===== config.mk =====
export PLATFORM = sky130hd
export DESIGN_NAME = rhai_top
export DESIGN_NICKNAME = d
export VERILOG_FILES = /design/src/rhai_pkg.sv /design/src/rhai_key_fsm.sv /design/src/rhai_clock_monitor.sv /design/src/rhai_top.sv
export SDC_FILE = /design/constraint.sdc
export NUM_CORES = 1
export LEC_CHECK = 0
export CAP_MARGIN = 20
export CORE_MARGIN = 4
export CORE_UTILIZATION = 60
export DETAILED_ROUTE_END_ITERATION = 16
export DONT_BUFFER_PORTS = 1
export MAX_ROUTING_LAYER = met4
export PLACE_DENSITY = 0.85
export SLEW_MARGIN = 20
export SYNTH_ARGS = -nofsm -noshare
export SYNTH_HDL_FRONTEND = slang
export SYNTH_SLANG_ARGS = --single-unit

===== constraint.sdc =====
create_clock -name clock_i -period 4.65 [get_ports clock_i]
set_input_delay 0.6975 -clock clock_i [delete_from_list [all_inputs] [get_ports clock_i]]
set_output_delay 0.6975 -clock clock_i [all_outputs]
set_load 0.05 [all_outputs]

===== src/rhai_pkg.sv =====
// shared constants and types for the clock host access interface
package rhai_pkg;

    ////////////////////////////////////////////////////////////////////////
    // special-function-register map
    localparam logic [7:0] SFR_ADDR_CTRL = 8'hAC;
    localparam logic [7:0] SFR_DATA_PORT = 8'hAD;
    localparam logic [7:0] SFR_KEY_STATE = 8'hAE;

    ////////////////////////////////////////////////////////////////////////
    // key codes and lock state codes
    localparam logic [7:0] KEY_FIRST  = 8'hA5;
    localparam logic [7:0] KEY_SECOND = 8'hF1;

    typedef enum logic [1:0]
    {
        LOCK_LOCKED    = 2'b00,
        LOCK_FIRST_KEY = 2'b01,
        LOCK_UNLOCKED  = 2'b10,
        LOCK_DISABLED  = 2'b11
    } rhai_lock_t;

    localparam logic [7:0] KEY_RESET_VALUE = 8'h00;

    ////////////////////////////////////////////////////////////////////////
    // address/control register fields
    localparam int unsigned BUSY_BIT   = 7;
    localparam int unsigned READ_ON_DATA_FETCH_ENABLE_BIT = 6;
    localparam int unsigned REGEN_BIT  = 5;
    localparam int unsigned SHORT_BIT  = 4;
    localparam int unsigned SEL_MSB    = 3;

    ////////////////////////////////////////////////////////////////////////
    // internal register select codes
    localparam logic [3:0] SEL_SNAP_LAST  = 4'h5;
    localparam logic [3:0] SEL_CONTROL    = 4'h6;
    localparam logic [3:0] SEL_OSC        = 4'h7;
    localparam logic [3:0] SEL_MATCH_FRST = 4'h8;
    localparam logic [3:0] SEL_MATCH_LAST = 4'hD;
    localparam logic [3:0] SEL_RAM_INDEX  = 4'hE;
    localparam logic [3:0] SEL_RAM_BYTE   = 4'hF;

    ////////////////////////////////////////////////////////////////////////
    // strobe widths in system clocks
    localparam logic [2:0] STROBE_LONG  = 3'h4;
    localparam logic [2:0] STROBE_SHORT = 3'h1;

    typedef enum logic [1:0]
    {
        XFER_IDLE  = 2'b00,
        XFER_READ  = 2'b01,
        XFER_WRITE = 2'b10
    } rhai_xfer_t;

    ////////////////////////////////////////////////////////////////////////
    // oscillator mode codes
    localparam logic [1:0] OSC_SELF_20K = 2'h0;
    localparam logic [1:0] OSC_SELF_40K = 2'h1;
    localparam logic [1:0] OSC_CRYSTAL  = 2'h2;

    ////////////////////////////////////////////////////////////////////////
    // timing
    localparam int unsigned CLOCK_MHZ          = 100;
    localparam int unsigned MCD_TIMEOUT_US     = 50;
    localparam int unsigned MCD_TIMEOUT_CYCLES = MCD_TIMEOUT_US * CLOCK_MHZ;

    // snapshot and match bytes advance the select after each transfer
    function automatic logic rhai_autoinc(input logic [3:0] sel);
        rhai_autoinc = (sel <= SEL_SNAP_LAST)
                    || ((sel >= SEL_MATCH_FRST) && (sel <= SEL_MATCH_LAST));
    endfunction : rhai_autoinc

endpackage : rhai_pkg


===== src/rhai_key_fsm.sv =====
// lock and key state machine guarding indirect access
`timescale 1ns/1ns
`default_nettype none

module rhai_key_fsm
(
    input  wire logic        clock_i,
    input  wire logic        rst_i,
    input  wire logic        key_wr_i,
    input  wire logic [7:0]  key_wdata_i,
    input  wire logic        bad_access_i,
    output rhai_pkg::rhai_lock_t state_o
);

    ////////////////////////////////////////////////////////////////////////
    always_ff @(posedge clock_i)
    begin
        if (rst_i)
            state_o <= rhai_pkg::LOCK_LOCKED;
        else
        begin
            unique case (state_o)
                rhai_pkg::LOCK_LOCKED:
                begin
                    if (bad_access_i)
                        state_o <= rhai_pkg::LOCK_DISABLED;
                    else if (key_wr_i)
                        state_o <= (key_wdata_i == rhai_pkg::KEY_FIRST)
                                 ? rhai_pkg::LOCK_FIRST_KEY
                                 : rhai_pkg::LOCK_DISABLED;
                end
                rhai_pkg::LOCK_FIRST_KEY:
                begin
                    if (bad_access_i)
                        state_o <= rhai_pkg::LOCK_DISABLED;
                    else if (key_wr_i)
                        state_o <= (key_wdata_i == rhai_pkg::KEY_SECOND)
                                 ? rhai_pkg::LOCK_UNLOCKED
                                 : rhai_pkg::LOCK_DISABLED;
                end
                rhai_pkg::LOCK_UNLOCKED:
                begin
                    if (key_wr_i)
                        state_o <= rhai_pkg::LOCK_LOCKED;
                end
                rhai_pkg::LOCK_DISABLED:
                    state_o <= rhai_pkg::LOCK_DISABLED;
            endcase
        end
    end

    ////////////////////////////////////////////////////////////////////////
    a_key_unlock: assert property (@(posedge clock_i) disable iff (rst_i)
        key_wr_i && !bad_access_i && state_o == rhai_pkg::LOCK_FIRST_KEY
        && key_wdata_i == rhai_pkg::KEY_SECOND
        |=> state_o == rhai_pkg::LOCK_UNLOCKED)
        else $error("second key did not unlock");

    a_key_wrong: assert property (@(posedge clock_i) disable iff (rst_i)
        key_wr_i && state_o == rhai_pkg::LOCK_FIRST_KEY
        && key_wdata_i != rhai_pkg::KEY_SECOND
        |=> state_o == rhai_pkg::LOCK_DISABLED)
        else $error("wrong second key did not disable");

    a_key_relock: assert property (@(posedge clock_i) disable iff (rst_i)
        key_wr_i && state_o == rhai_pkg::LOCK_UNLOCKED
        |=> state_o == rhai_pkg::LOCK_LOCKED)
        else $error("key write did not relock");

    a_disabled_sticks: assert property (@(posedge clock_i) disable iff (rst_i)
        state_o == rhai_pkg::LOCK_DISABLED
        |=> state_o == rhai_pkg::LOCK_DISABLED)
        else $error("disabled state left without reset");

    a_reset_locks: assert property (@(posedge clock_i)
        rst_i |=> state_o == rhai_pkg::LOCK_LOCKED)
        else $error("reset did not lock");

    a_bad_access: assert property (@(posedge clock_i) disable iff (rst_i)
        bad_access_i && state_o != rhai_pkg::LOCK_UNLOCKED
        |=> state_o == rhai_pkg::LOCK_DISABLED)
        else $error("locked access did not disable");

endmodule : rhai_key_fsm

`default_nettype wire


===== src/rhai_clock_monitor.sv =====
// missing-clock detector on the low-speed timebase pin
`timescale 1ns/1ns
`default_nettype none

module rhai_clock_monitor
#(
    parameter int unsigned TIMEOUT_CYCLES = rhai_pkg::MCD_TIMEOUT_CYCLES,
    parameter int unsigned CNT_W          = 16
)
(
    input  wire logic clock_i,
    input  wire logic rst_i,
    input  wire logic timebase_i,
    input  wire logic enable_i,
    output logic      timeout_o
);

    localparam logic [CNT_W-1:0] LIMIT = CNT_W'(TIMEOUT_CYCLES);

    logic             tb_meta;
    logic             tb_sync;
    logic             tb_prev;
    logic             tb_edge;
    logic [CNT_W-1:0] idle_cnt;
    logic             fired;

    ////////////////////////////////////////////////////////////////////////
    // two-stage synchroniser, then edge detect
    always_ff @(posedge clock_i)
    begin
        if (rst_i)
        begin
            tb_meta <= 1'b0;
            tb_sync <= 1'b0;
            tb_prev <= 1'b0;
        end
        else
        begin
            tb_meta <= timebase_i;
            tb_sync <= tb_meta;
            tb_prev <= tb_sync;
        end
    end

    assign tb_edge = tb_sync ^ tb_prev;

    ////////////////////////////////////////////////////////////////////////
    // one-shot: fires once per stall, rearmed by the next edge
    always_ff @(posedge clock_i)
    begin
        if (rst_i || !enable_i || tb_edge)
        begin
            idle_cnt  <= '0;
            fired     <= 1'b0;
            timeout_o <= 1'b0;
        end
        else
        begin
            timeout_o <= 1'b0;
            if (!fired)
            begin
                if (idle_cnt == LIMIT)
                begin
                    timeout_o <= 1'b1;
                    fired     <= 1'b1;
                end
                else
                    idle_cnt <= idle_cnt + 1'b1;
            end
        end
    end

    ////////////////////////////////////////////////////////////////////////
    a_timeout_enabled: assert property (@(posedge clock_i) disable iff (rst_i)
        timeout_o |-> $past(enable_i) && !$past(tb_edge))
        else $error("timeout without enable or after edge");

    a_timeout_pulse: assert property (@(posedge clock_i) disable iff (rst_i)
        timeout_o |=> !timeout_o)
        else $error("timeout longer than one cycle");

endmodule : rhai_clock_monitor

`default_nettype wire


===== src/rhai_top.sv =====
// host access interface: key lock, indirect address/data, clock monitor
//
// What this block does
// - key register reads back the lock state
// - keys 0xA5 then 0xF1 unlock the interface
// - wrong second key disables until system reset
// - any key write while unlocked relocks
// - key writes ignored while disabled
// - wrong first key or locked access disables
// - writing busy starts read; busy while transferring
// - data register write starts indirect write
// - auto-read: data register read starts next read
// - backup above core sets regulator enable
// - short bit: strobe one clock, else four
// - four-bit select picks internal register
// - select increments after snapshot or match access
// - data register holds last transferred byte
// - address and data survive device reset
// - timebase independent; host access crosses domains
// - mode bit picks crystal or self-oscillation rate
// - detector flags stalled timebase over 50 us
// - timeout wakes, interrupts and resets if enabled
`timescale 1ns/1ns
`default_nettype none

module rhai_top
#(
    parameter int unsigned MCD_CYCLES = rhai_pkg::MCD_TIMEOUT_CYCLES
)
(
    input  wire logic       clock_i,
    input  wire logic       rst_i,
    input  wire logic [7:0] sfr_addr_i,
    input  wire logic [7:0] sfr_wdata_i,
    input  wire logic       sfr_wr_i,
    input  wire logic       sfr_rd_i,
    output logic      [7:0] sfr_rdata_o,
    output logic      [3:0] core_addr_o,
    output logic      [7:0] core_wdata_o,
    output logic            core_rd_o,
    output logic            core_wr_o,
    input  wire logic [7:0] core_rdata_i,
    input  wire logic       backup_above_core_i,
    output logic            backup_regulator_enable_o,
    input  wire logic       crystal_mode_select_i,
    input  wire logic       bias_doubling_enable_i,
    output logic      [1:0] osc_mode_o,
    input  wire logic       low_speed_timebase_i,
    input  wire logic       missing_clock_detect_enable_i,
    input  wire logic       irq_enable_i,
    input  wire logic       reset_source_enable_i,
    output logic            oscillator_fail_set_o,
    output logic            wake_o,
    output logic            irq_o,
    output logic            reset_req_o
);

    rhai_pkg::rhai_lock_t lock_state;
    rhai_pkg::rhai_xfer_t xfer;

    logic       sel_ctl;
    logic       sel_dat;
    logic       sel_key;
    logic       unlocked;
    logic       idle;
    logic       bad_access;
    logic       key_wr;
    logic       ctl_wr;
    logic       start_rd;
    logic       start_wr;
    logic       next_short;
    logic [2:0] next_width;
    logic [2:0] strobe_cnt;
    logic       done;
    logic       read_on_data_fetch_enable;
    logic       short_timing;
    logic       regulator_en;
    logic [3:0] internal_register_select;
    logic [7:0] data_byte;
    logic       backup_meta;
    logic       backup_sync;
    logic       mcd_timeout;

    ////////////////////////////////////////////////////////////////////////
    // decode
    assign sel_ctl  = (sfr_addr_i == rhai_pkg::SFR_ADDR_CTRL);
    assign sel_dat  = (sfr_addr_i == rhai_pkg::SFR_DATA_PORT);
    assign sel_key  = (sfr_addr_i == rhai_pkg::SFR_KEY_STATE);
    assign unlocked = (lock_state == rhai_pkg::LOCK_UNLOCKED);
    assign idle     = (xfer == rhai_pkg::XFER_IDLE);
    assign key_wr   = sfr_wr_i && sel_key;

    // locked access to address or data ends in the disabled state
    assign bad_access = (sfr_wr_i || sfr_rd_i) && (sel_ctl || sel_dat)
                     && !unlocked;

    assign ctl_wr   = unlocked && idle && sfr_wr_i && sel_ctl;
    assign start_rd = unlocked && idle
                   && ((ctl_wr && sfr_wdata_i[rhai_pkg::BUSY_BIT])
                    || (sfr_rd_i && sel_dat
                        && read_on_data_fetch_enable));
    assign start_wr = unlocked && idle && sfr_wr_i && sel_dat;

    // a control write that starts a read also sets its own width
    assign next_short = ctl_wr ? sfr_wdata_i[rhai_pkg::SHORT_BIT]
                               : short_timing;
    assign next_width = next_short ? rhai_pkg::STROBE_SHORT
                                   : rhai_pkg::STROBE_LONG;
    assign done       = !idle && (strobe_cnt == 3'h1);

    ////////////////////////////////////////////////////////////////////////
    // lock and key
    rhai_key_fsm u_key
    (
        .clock_i      (clock_i),
        .rst_i        (rst_i),
        .key_wr_i     (key_wr),
        .key_wdata_i  (sfr_wdata_i),
        .bad_access_i (bad_access),
        .state_o      (lock_state)
    );

    ////////////////////////////////////////////////////////////////////////
    // strobe engine toward the timebase-side registers; busy spans it
    always_ff @(posedge clock_i)
    begin
        if (rst_i)
        begin
            xfer       <= rhai_pkg::XFER_IDLE;
            strobe_cnt <= 3'h0;
            core_rd_o  <= 1'b0;
            core_wr_o  <= 1'b0;
        end
        else
        begin
            unique case (xfer)
                rhai_pkg::XFER_IDLE:
                begin
                    if (start_rd)
                    begin
                        xfer       <= rhai_pkg::XFER_READ;
                        core_rd_o  <= 1'b1;
                        strobe_cnt <= next_width;
                    end
                    else if (start_wr)
                    begin
                        xfer       <= rhai_pkg::XFER_WRITE;
                        core_wr_o  <= 1'b1;
                        strobe_cnt <= next_width;
                    end
                end
                rhai_pkg::XFER_READ,
                rhai_pkg::XFER_WRITE:
                begin
                    strobe_cnt <= strobe_cnt - 3'h1;
                    if (done)
                    begin
                        xfer      <= rhai_pkg::XFER_IDLE;
                        core_rd_o <= 1'b0;
                        core_wr_o <= 1'b0;
                    end
                end
                default:
                begin
                    xfer      <= rhai_pkg::XFER_IDLE;
                    core_rd_o <= 1'b0;
                    core_wr_o <= 1'b0;
                end
            endcase
        end
    end

    ////////////////////////////////////////////////////////////////////////
    // address/control fields: no reset so they survive device reset
    always_ff @(posedge clock_i)
    begin
        if (ctl_wr)
        begin
            read_on_data_fetch_enable <= sfr_wdata_i[rhai_pkg::READ_ON_DATA_FETCH_ENABLE_BIT];
            short_timing              <= sfr_wdata_i[rhai_pkg::SHORT_BIT];
            internal_register_select  <= sfr_wdata_i[rhai_pkg::SEL_MSB:0];
        end
        else if (done && rhai_pkg::rhai_autoinc(internal_register_select))
            internal_register_select <= internal_register_select + 4'h1;
    end

    // backup indication wins over a software clear
    always_ff @(posedge clock_i)
    begin
        if (backup_sync)
            regulator_en <= 1'b1;
        else if (ctl_wr)
            regulator_en <= sfr_wdata_i[rhai_pkg::REGEN_BIT];
    end

    always_ff @(posedge clock_i)
    begin
        if (rst_i)
        begin
            backup_meta <= 1'b0;
            backup_sync <= 1'b0;
        end
        else
        begin
            backup_meta <= backup_above_core_i;
            backup_sync <= backup_meta;
        end
    end

    ////////////////////////////////////////////////////////////////////////
    // data port: no reset, holds the last byte moved
    always_ff @(posedge clock_i)
    begin
        if (start_wr)
            data_byte <= sfr_wdata_i;
        else if (done && xfer == rhai_pkg::XFER_READ)
            data_byte <= core_rdata_i;
    end

    assign core_addr_o               = internal_register_select;
    assign core_wdata_o              = data_byte;
    assign backup_regulator_enable_o = regulator_en;

    ////////////////////////////////////////////////////////////////////////
    // register read-back, one cycle after the read strobe
    always_ff @(posedge clock_i)
    begin
        if (rst_i)
            sfr_rdata_o <= 8'h00;
        else if (sfr_rd_i)
        begin
            if (sel_key)
                sfr_rdata_o <= {6'h00, lock_state};
            else if (sel_ctl && unlocked)
                sfr_rdata_o <= {!idle, read_on_data_fetch_enable,
                                regulator_en, short_timing,
                                internal_register_select};
            else if (sel_dat && unlocked)
                sfr_rdata_o <= data_byte;
            else
                sfr_rdata_o <= 8'h00;
        end
    end

    ////////////////////////////////////////////////////////////////////////
    // oscillator mode and missing-clock events
    always_ff @(posedge clock_i)
    begin
        if (rst_i)
            osc_mode_o <= rhai_pkg::OSC_SELF_20K;
        else if (crystal_mode_select_i)
            osc_mode_o <= rhai_pkg::OSC_CRYSTAL;
        else
            osc_mode_o <= bias_doubling_enable_i ? rhai_pkg::OSC_SELF_40K
                                                 : rhai_pkg::OSC_SELF_20K;
    end

    rhai_clock_monitor #(.TIMEOUT_CYCLES (MCD_CYCLES)) u_mon
    (
        .clock_i    (clock_i),
        .rst_i      (rst_i),
        .timebase_i (low_speed_timebase_i),
        .enable_i   (missing_clock_detect_enable_i),
        .timeout_o  (mcd_timeout)
    );

    always_ff @(posedge clock_i)
    begin
        if (rst_i)
        begin
            oscillator_fail_set_o <= 1'b0;
            wake_o                <= 1'b0;
            irq_o                 <= 1'b0;
            reset_req_o           <= 1'b0;
        end
        else
        begin
            oscillator_fail_set_o <= mcd_timeout;
            wake_o                <= mcd_timeout;
            irq_o                 <= mcd_timeout && irq_enable_i;
            reset_req_o           <= mcd_timeout && reset_source_enable_i;
        end
    end

    ////////////////////////////////////////////////////////////////////////
    a_busy_start: assert property (@(posedge clock_i) disable iff (rst_i)
        ctl_wr && sfr_wdata_i[rhai_pkg::BUSY_BIT]
        |=> core_rd_o && xfer == rhai_pkg::XFER_READ)
        else $error("busy write did not start a read");

    a_write_start: assert property (@(posedge clock_i) disable iff (rst_i)
        start_wr |=> core_wr_o && data_byte == $past(sfr_wdata_i))
        else $error("data write did not start a write");

    a_autoread: assert property (@(posedge clock_i) disable iff (rst_i)
        unlocked && idle && sfr_rd_i && sel_dat && read_on_data_fetch_enable
        |=> core_rd_o)
        else $error("auto-read did not start a read");

    a_short_strobe: assert property (@(posedge clock_i) disable iff (rst_i)
        $rose(core_rd_o || core_wr_o) && short_timing
        |=> !core_rd_o && !core_wr_o)
        else $error("short strobe not one cycle");

    a_long_strobe: assert property (@(posedge clock_i) disable iff (rst_i)
        $rose(core_rd_o || core_wr_o) && !short_timing
        |-> (core_rd_o || core_wr_o) [*4] ##1 !(core_rd_o || core_wr_o))
        else $error("long strobe not four cycles");

    a_regulator_set: assert property (@(posedge clock_i) disable iff (rst_i)
        backup_sync |=> regulator_en)
        else $error("regulator not set by backup");

    a_select_inc: assert property (@(posedge clock_i) disable iff (rst_i)
        done && rhai_pkg::rhai_autoinc(internal_register_select)
        |=> internal_register_select == $past(internal_register_select)
            + 4'h1)
        else $error("select did not increment");

    a_read_capture: assert property (@(posedge clock_i) disable iff (rst_i)
        done && xfer == rhai_pkg::XFER_READ
        |=> data_byte == $past(core_rdata_i) && !core_rd_o)
        else $error("read data not captured");

    a_irq_event: assert property (@(posedge clock_i) disable iff (rst_i)
        mcd_timeout && irq_enable_i |=> irq_o && wake_o)
        else $error("timeout did not interrupt");

endmodule : rhai_top

`default_nettype wire


== After elaboration in Yosys (flattened, before gate mapping) ==
Cells that the tools add are included.
W data, S select, Z words.
Operators by class
  $add $sub $neg: 3
  order comparisons: 3
  equal/unequal tests: 20
  muxes and demuxes: 34
  bitwise logic cells: 3
  reductions and logical operators: 42
Operators by type and width (number)
  $eq A8 B8 Y1 const B: 5
  $mux W8: 5
  $mux W2: 10
  $logic_and A1 B1 Y1: 19
  $add A16 B1 Y16 const B: 1
  $eq A16 B13 Y1 const B: 1
  $mux W1: 9
  $mux W3: 3
  $mux W4: 2
  $pmux W2 S4: 1
  $reduce_and A2 Y1: 4
  $eq A2 B2 Y1 const B: 3
  $logic_or A1 B1 Y1: 6
  $ne A2 B1 Y1 const B: 3
  $ne A3 B3 Y1 const B: 2
  $pmux W3 S2: 1
  $reduce_and A3 Y1: 2
  $reduce_bool A2 Y1: 3
  $reduce_or A2 Y1: 3
  $add A4 B1 Y4 const B: 1
  $eq A2 B1 Y1 const B: 2
  $ge A4 B4 Y1 const B: 1
  $le A4 B3 Y1 const B: 1
  $le A4 B4 Y1 const B: 1
  10 further kinds: 16
Storage, ports and cells
  bits in registers: 60
  input port bits: 35

== Depth between registers and ports, before layout ==
  depth in word-level cells: 9
  depth in mapped cells: 8

== Modules after synthesis ==
From an unflattened synthesis, not the netlist that was laid out.
Second synthesis, totals
  cells, all modules: 308
  area, all modules: 2964.1 um2
By module, submodules not included
  rhai_top: times used 1, cells each 185, area an instance 1854.3 um2, sequential area each 870.8 um2
  rhai_clock_monitor: times used 1, cells each 110, area an instance 984.7 um2, sequential area each 420.4 um2
  rhai_key_fsm: times used 1, cells each 13, area an instance 125.1 um2, sequential area each 40.0 um2

== Least setup slack after synthesis ==
OpenSTA, ideal clock, no wires.
  kind: input-to-reg
  from: input sfr_addr_i[1]
  to: register internal_register_select[0] (netlist: core_addr_o[0]), data pin
  library setup time: 260 ps
  arrival: 2004 ps
  path slack: 2386 ps
  cell stages on the path: 4
  cells stage by stage: or3b_4 -> nor4_4 -> clkbuf_1 -> mux2_2
Between the ends
  longest elaborated chain between the ends: 3
Ends and longest elaborated chain
  start: declaration: line rhai_top.sv:33  | input wire logic [7:0] sfr_addr_i,
  $eq A8 B8 Y1: line rhai_top.sv:86  | assign sel_ctl = (sfr_addr_i == rhai_pkg::SFR_ADDR_CTRL);
  $logic_and A1 B1 Y1: line rhai_top.sv:97  | assign ctl_wr = unlocked && idle && sfr_wr_i && sel_ctl;
  via ctl_wr: line rhai_top.sv:68  | logic ctl_wr;
  $mux W4: line rhai_top.sv:177  | if (ctl_wr)
  end signal: assignment: line rhai_top.sv:181  | internal_register_select <= sfr_wdata_i[rhai_pkg::SEL_MSB:0];
  end signal: assignment: line rhai_top.sv:184  | internal_register_select <= internal_register_select + 4'h1;
  end: declaration: line rhai_top.sv:78  | logic [3:0] internal_register_select;
The timed path passes the listed nets, and every way through them passes these cells.
A chain may end at the register's enable or synchronous reset.

== Worst setup path after layout ==
  from: register u_key.state_o[0]
  to: register data_byte[3] (netlist: core_wdata_o[3]), enable pin
Between the ends
  longest elaborated chain between the ends: 5
Ends and longest elaborated chain
  start: declaration: line rhai_key_fsm.sv:12  | output rhai_pkg::rhai_lock_t state_o
  start signal: assignment: line rhai_key_fsm.sv:19  | state_o <= rhai_pkg::LOCK_LOCKED;
  start signal: assignment: line rhai_key_fsm.sv:26  | state_o <= rhai_pkg::LOCK_DISABLED;
  start signal: assignment: line rhai_key_fsm.sv:28  | state_o <= (key_wdata_i == rhai_pkg::KEY_FIRST)
  $eq A2 B2 Y1: line rhai_top.sv:89  | assign unlocked = (lock_state == rhai_pkg::LOCK_UNLOCKED);
  $logic_and A1 B1 Y1 (3 in a row): line rhai_top.sv:102  | assign start_wr = unlocked && idle && sfr_wr_i && sel_dat;
  $reduce_bool A2 Y1 (no source line)
  end signal: assignment: line rhai_top.sv:215  | data_byte <= sfr_wdata_i;
  end signal: assignment: line rhai_top.sv:217  | data_byte <= core_rdata_i;
  end: declaration: line rhai_top.sv:79  | logic [7:0] data_byte;
No other way between the ends.

==> summary.md <==
| Metric | Value |
|---|---|
| Result of the run | finished clean |
| Total number of vias | 2115 |
| Post-detailed-routing wire length | 6170 microns |
| Shortest clock period the worst path allows after layout | 2.54 ns |
| Mapped Nets | 335 |
| Via-to-Cell Ratio | 6.10 |
| Routed wirelength normalized by instance count | 17.8 microns |
| Maximum clock frequency | 394 MHz |
| Area enclosed by the die boundary | 5890 sq um |
| Placement Cell Area | 2850 sq um |
| Initial DRC count | 209 |
| CTS tree | done |
| Register area share after synthesis | 47.0% |
| Worst EP arrival | 2.53 ns |
| Final worst-path setup slack | 2.11 ns |
| R2R setup slack | 2.11 ns |
| Netlist cell types | 47 |
| Setup Skew | 0.00807 ns |
| Maximum number of pins on one net before global-route repair | 27 |
| Floorplan die width | 76.7 microns |
| DR pass1 iterations | 4 |
| Worst-path clk slew | 0.07 ns |
| Nets@finish | 335 |
| Initial standard-cell utilization of the core | 63.4% |
| Synthesized area | 2840 sq um |
| Core area | 4470 sq um |
| Post-DP HPWL | 4400 microns |
| Pre-CTS WS | 1.84 ns |
| Num rows | 24 |
| Post-route design area | 3080 sq um |
| Hold Worst Slack | 0.419 ns |
| Cell depth of the worst hold path | 1 |
| Fin. Hold Viols | 0 |
| Final number of max-transition violations | 0 |
| Unrepaired setup endpoints after global routing | no |
| Most common cell after layout, fill and taps aside | dfxtp_1 |
| Post-synth EDFFs | 13 |
| Number of sinks on the clock net | 60 |
| Buffers added on ports | 0 |
| Worst ir drop on vdd | 0.195 mV |
| Kind of capture point of the worst setup path | flop |
| Cell count of the worst reg-to-reg path | 4 |
| Number of levels the H-tree was split into | 3 |
| Number of standard cells in the layout, taps in and fillers out | 347 |
| Clock latency on the worst-skew pair | 0.33 ns |
| Worst hold-check path type | reg -> reg |
| Total clock buffers created by CTS | 9 |
| #FFs+latches synth | 60 |
| PnR Total Power | 1.09 mW |
| Ordered list of cells on the worst path | or3b_4 -> nor3_4 -> nand4_1 -> nand2_1 |
| Startpoint-to-endpoint class of the critical path | reg -> reg |
| Post-cts sizing count | 0 |
| Area growth, synth to finish | 8.78% |
| Vias in the first global route | 1936 |
| Count of unresolved DRC violations after routing | 0 |
| Worst-path maximum fanout | 11 |
| Setup TNS Final | 0 ns |
| Area share of the largest cell type after synthesis | 33.2% |
| Share of final-layout standard cells stronger than drive strength 1 | 12.2% |
| Largest cells by area after synthesis | dfxtp_1 33%, edfxtp_1 14%, mux2_2 6.0% |
| Placed Cells incl. Taps | 331 |
| Static power due to leakage | 1.11 nW |
| Die Span Y | 76.7 microns |
| Gr usage total | 22.1% |
| # IOs | 64 |
| Post-synthesis area per instance | 9.78 sq um |
| Largest stage delay on the critical path | 0.53 ns |
| CP required | 4.64 ns |
| Number of cells produced by synthesis | 290 |
| Count of antenna diodes in the layout | 0 |
| Async set or reset register ratio after synthesis | 0% |
| Worst setup SP type | flop |
| Worst relative slew slack | 37.1% |
| Primary flip-flop cell chosen by synthesis mapping | dfxtp_1 |
| Final Setup Violations | 0 |
| ANT nets after route | 0 |
| Maxcap violations | 0 |
| Clock root cell | clkbuf_8 |
| Wire length of the first global-routing pass | 9950 microns |
| Commonest cells after routing, fill and taps aside | 47 x dfxtp_1, 22 x nor2_1, 17 x a21oi_1, 16 x nand2_1, 15 x mux2_2 |
| Number of post-CTS setup repair buffers | 0 |
| Slowest stage cell on the critical path | nand4_1 |
| GRT Residual Overflow | 0 |
| CTS Hold Buffers Added | 0 |
| Max clock buf depth | 2 |
| Number of antenna violations at the first check in global routing | 0 |
| Dominant cell type by area after synthesis | dfxtp_1 |
| Final standard cell utilization of the core | 68.9% |
| Gp weighted congestion | 0.921 |
| Worst Tran Pin Value | 0.942 ns |
| Final critical-path share of the clock period | 54.6% |
| Warnings, synthesis | 0 |
| Power density of the placed cells | 352 nW/um^2 |
[worst max-delay path, delay by kind of cell, from the launching register on]
family,cells,cell delay [ns]
flops,1,0.37
simple gates,4,1.82
[where the power goes]
part | switching [mW] | internal, mW
clock | 0.198 | 0.322
combinational | 0.0117 | 0.0139
sequential | 0.00512 | 0.534
total | 0.215 | 0.871
[cell usage after synthesis (2+ instances only)]
cell type / number
a21oi_1: 17
a31oi_1: 4
and2_1: 4
and3_1: 7
clkbuf_1: 8
dfxtp_1: 47
edfxtp_1: 13
ha_1: 10
inv_1: 12
mux2_2: 15
nand2_1: 16
nand2b_1: 11
nand3_1: 13
nand3b_1: 4
nand4_1: 8
nand4b_1: 4
nor2_1: 22
nor2b_1: 11
nor3_1: 5
nor3b_1: 3
nor4_1: 2
o21a_1: 2
o21ai_0: 11
o22ai_1: 2
or3_1: 2
or3b_1: 2
xnor2_1: 5
xor2_1: 11
[flip-flops by register name, indices dropped and copies added, names as in the netlist, 2 cells and up]
| name | cells |
|---|---|
| core_addr_o | 4 |
| strobe_cnt | 3 |
| xfer | 2 |
| u_key.state_o | 2 |
| sfr_rdata_o | 8 |
| osc_mode_o | 2 |
| u_mon.idle_cnt | 16 |
| core_wdata_o | 8 |
[layer usage]
| layer | vias to the layer above | part of all wire, % | wire length [microns] | track usage, % |
|---|---|---|---|---|
| li1 | 1031 | - | - | - |
| met1 | 992 | 45 | 2790 | 29.3 |
| met2 | 78 | 47 | 2890 | 32.1 |
| met3 | 14 | 6.2 | 382 | 5.27 |
| met4 | 0 | 1.7 | 102 | 9.60 |
| met5 | - | 0 | 0 | - |
[logic make-up after synthesis]
logic type | synth area share [%]
AND/OR/NAND/NOR | 24.5
buffers and inverters | 3.22
AO/OA/AOI/OAI | 9.09
XOR/XNOR | 4.94
adder cells (fa/ha/maj) | 4.41
multiplexers | 6.84
flip-flops | 47.0
[final cells by class]
class	count	area, sq um
multi-input cells	207	1410
fillers	329	1390
flip-flops and latches	60	1330
clock buffers	13	190
well taps	52	65.1
inverters	12	45.0
clock inverters	3	40.0
[path summary, 6_finish.rpt]
kind | endpoint | start
max | core_wdata_o[3] | u_key.state_o[0]
min | backup_regulator_enable_o | backup_sync
max reg2reg | core_wdata_o[3] | u_key.state_o[0]
min reg2reg | backup_regulator_enable_o | backup_sync
Note: power is estimated with default switching activity, not from simulation.
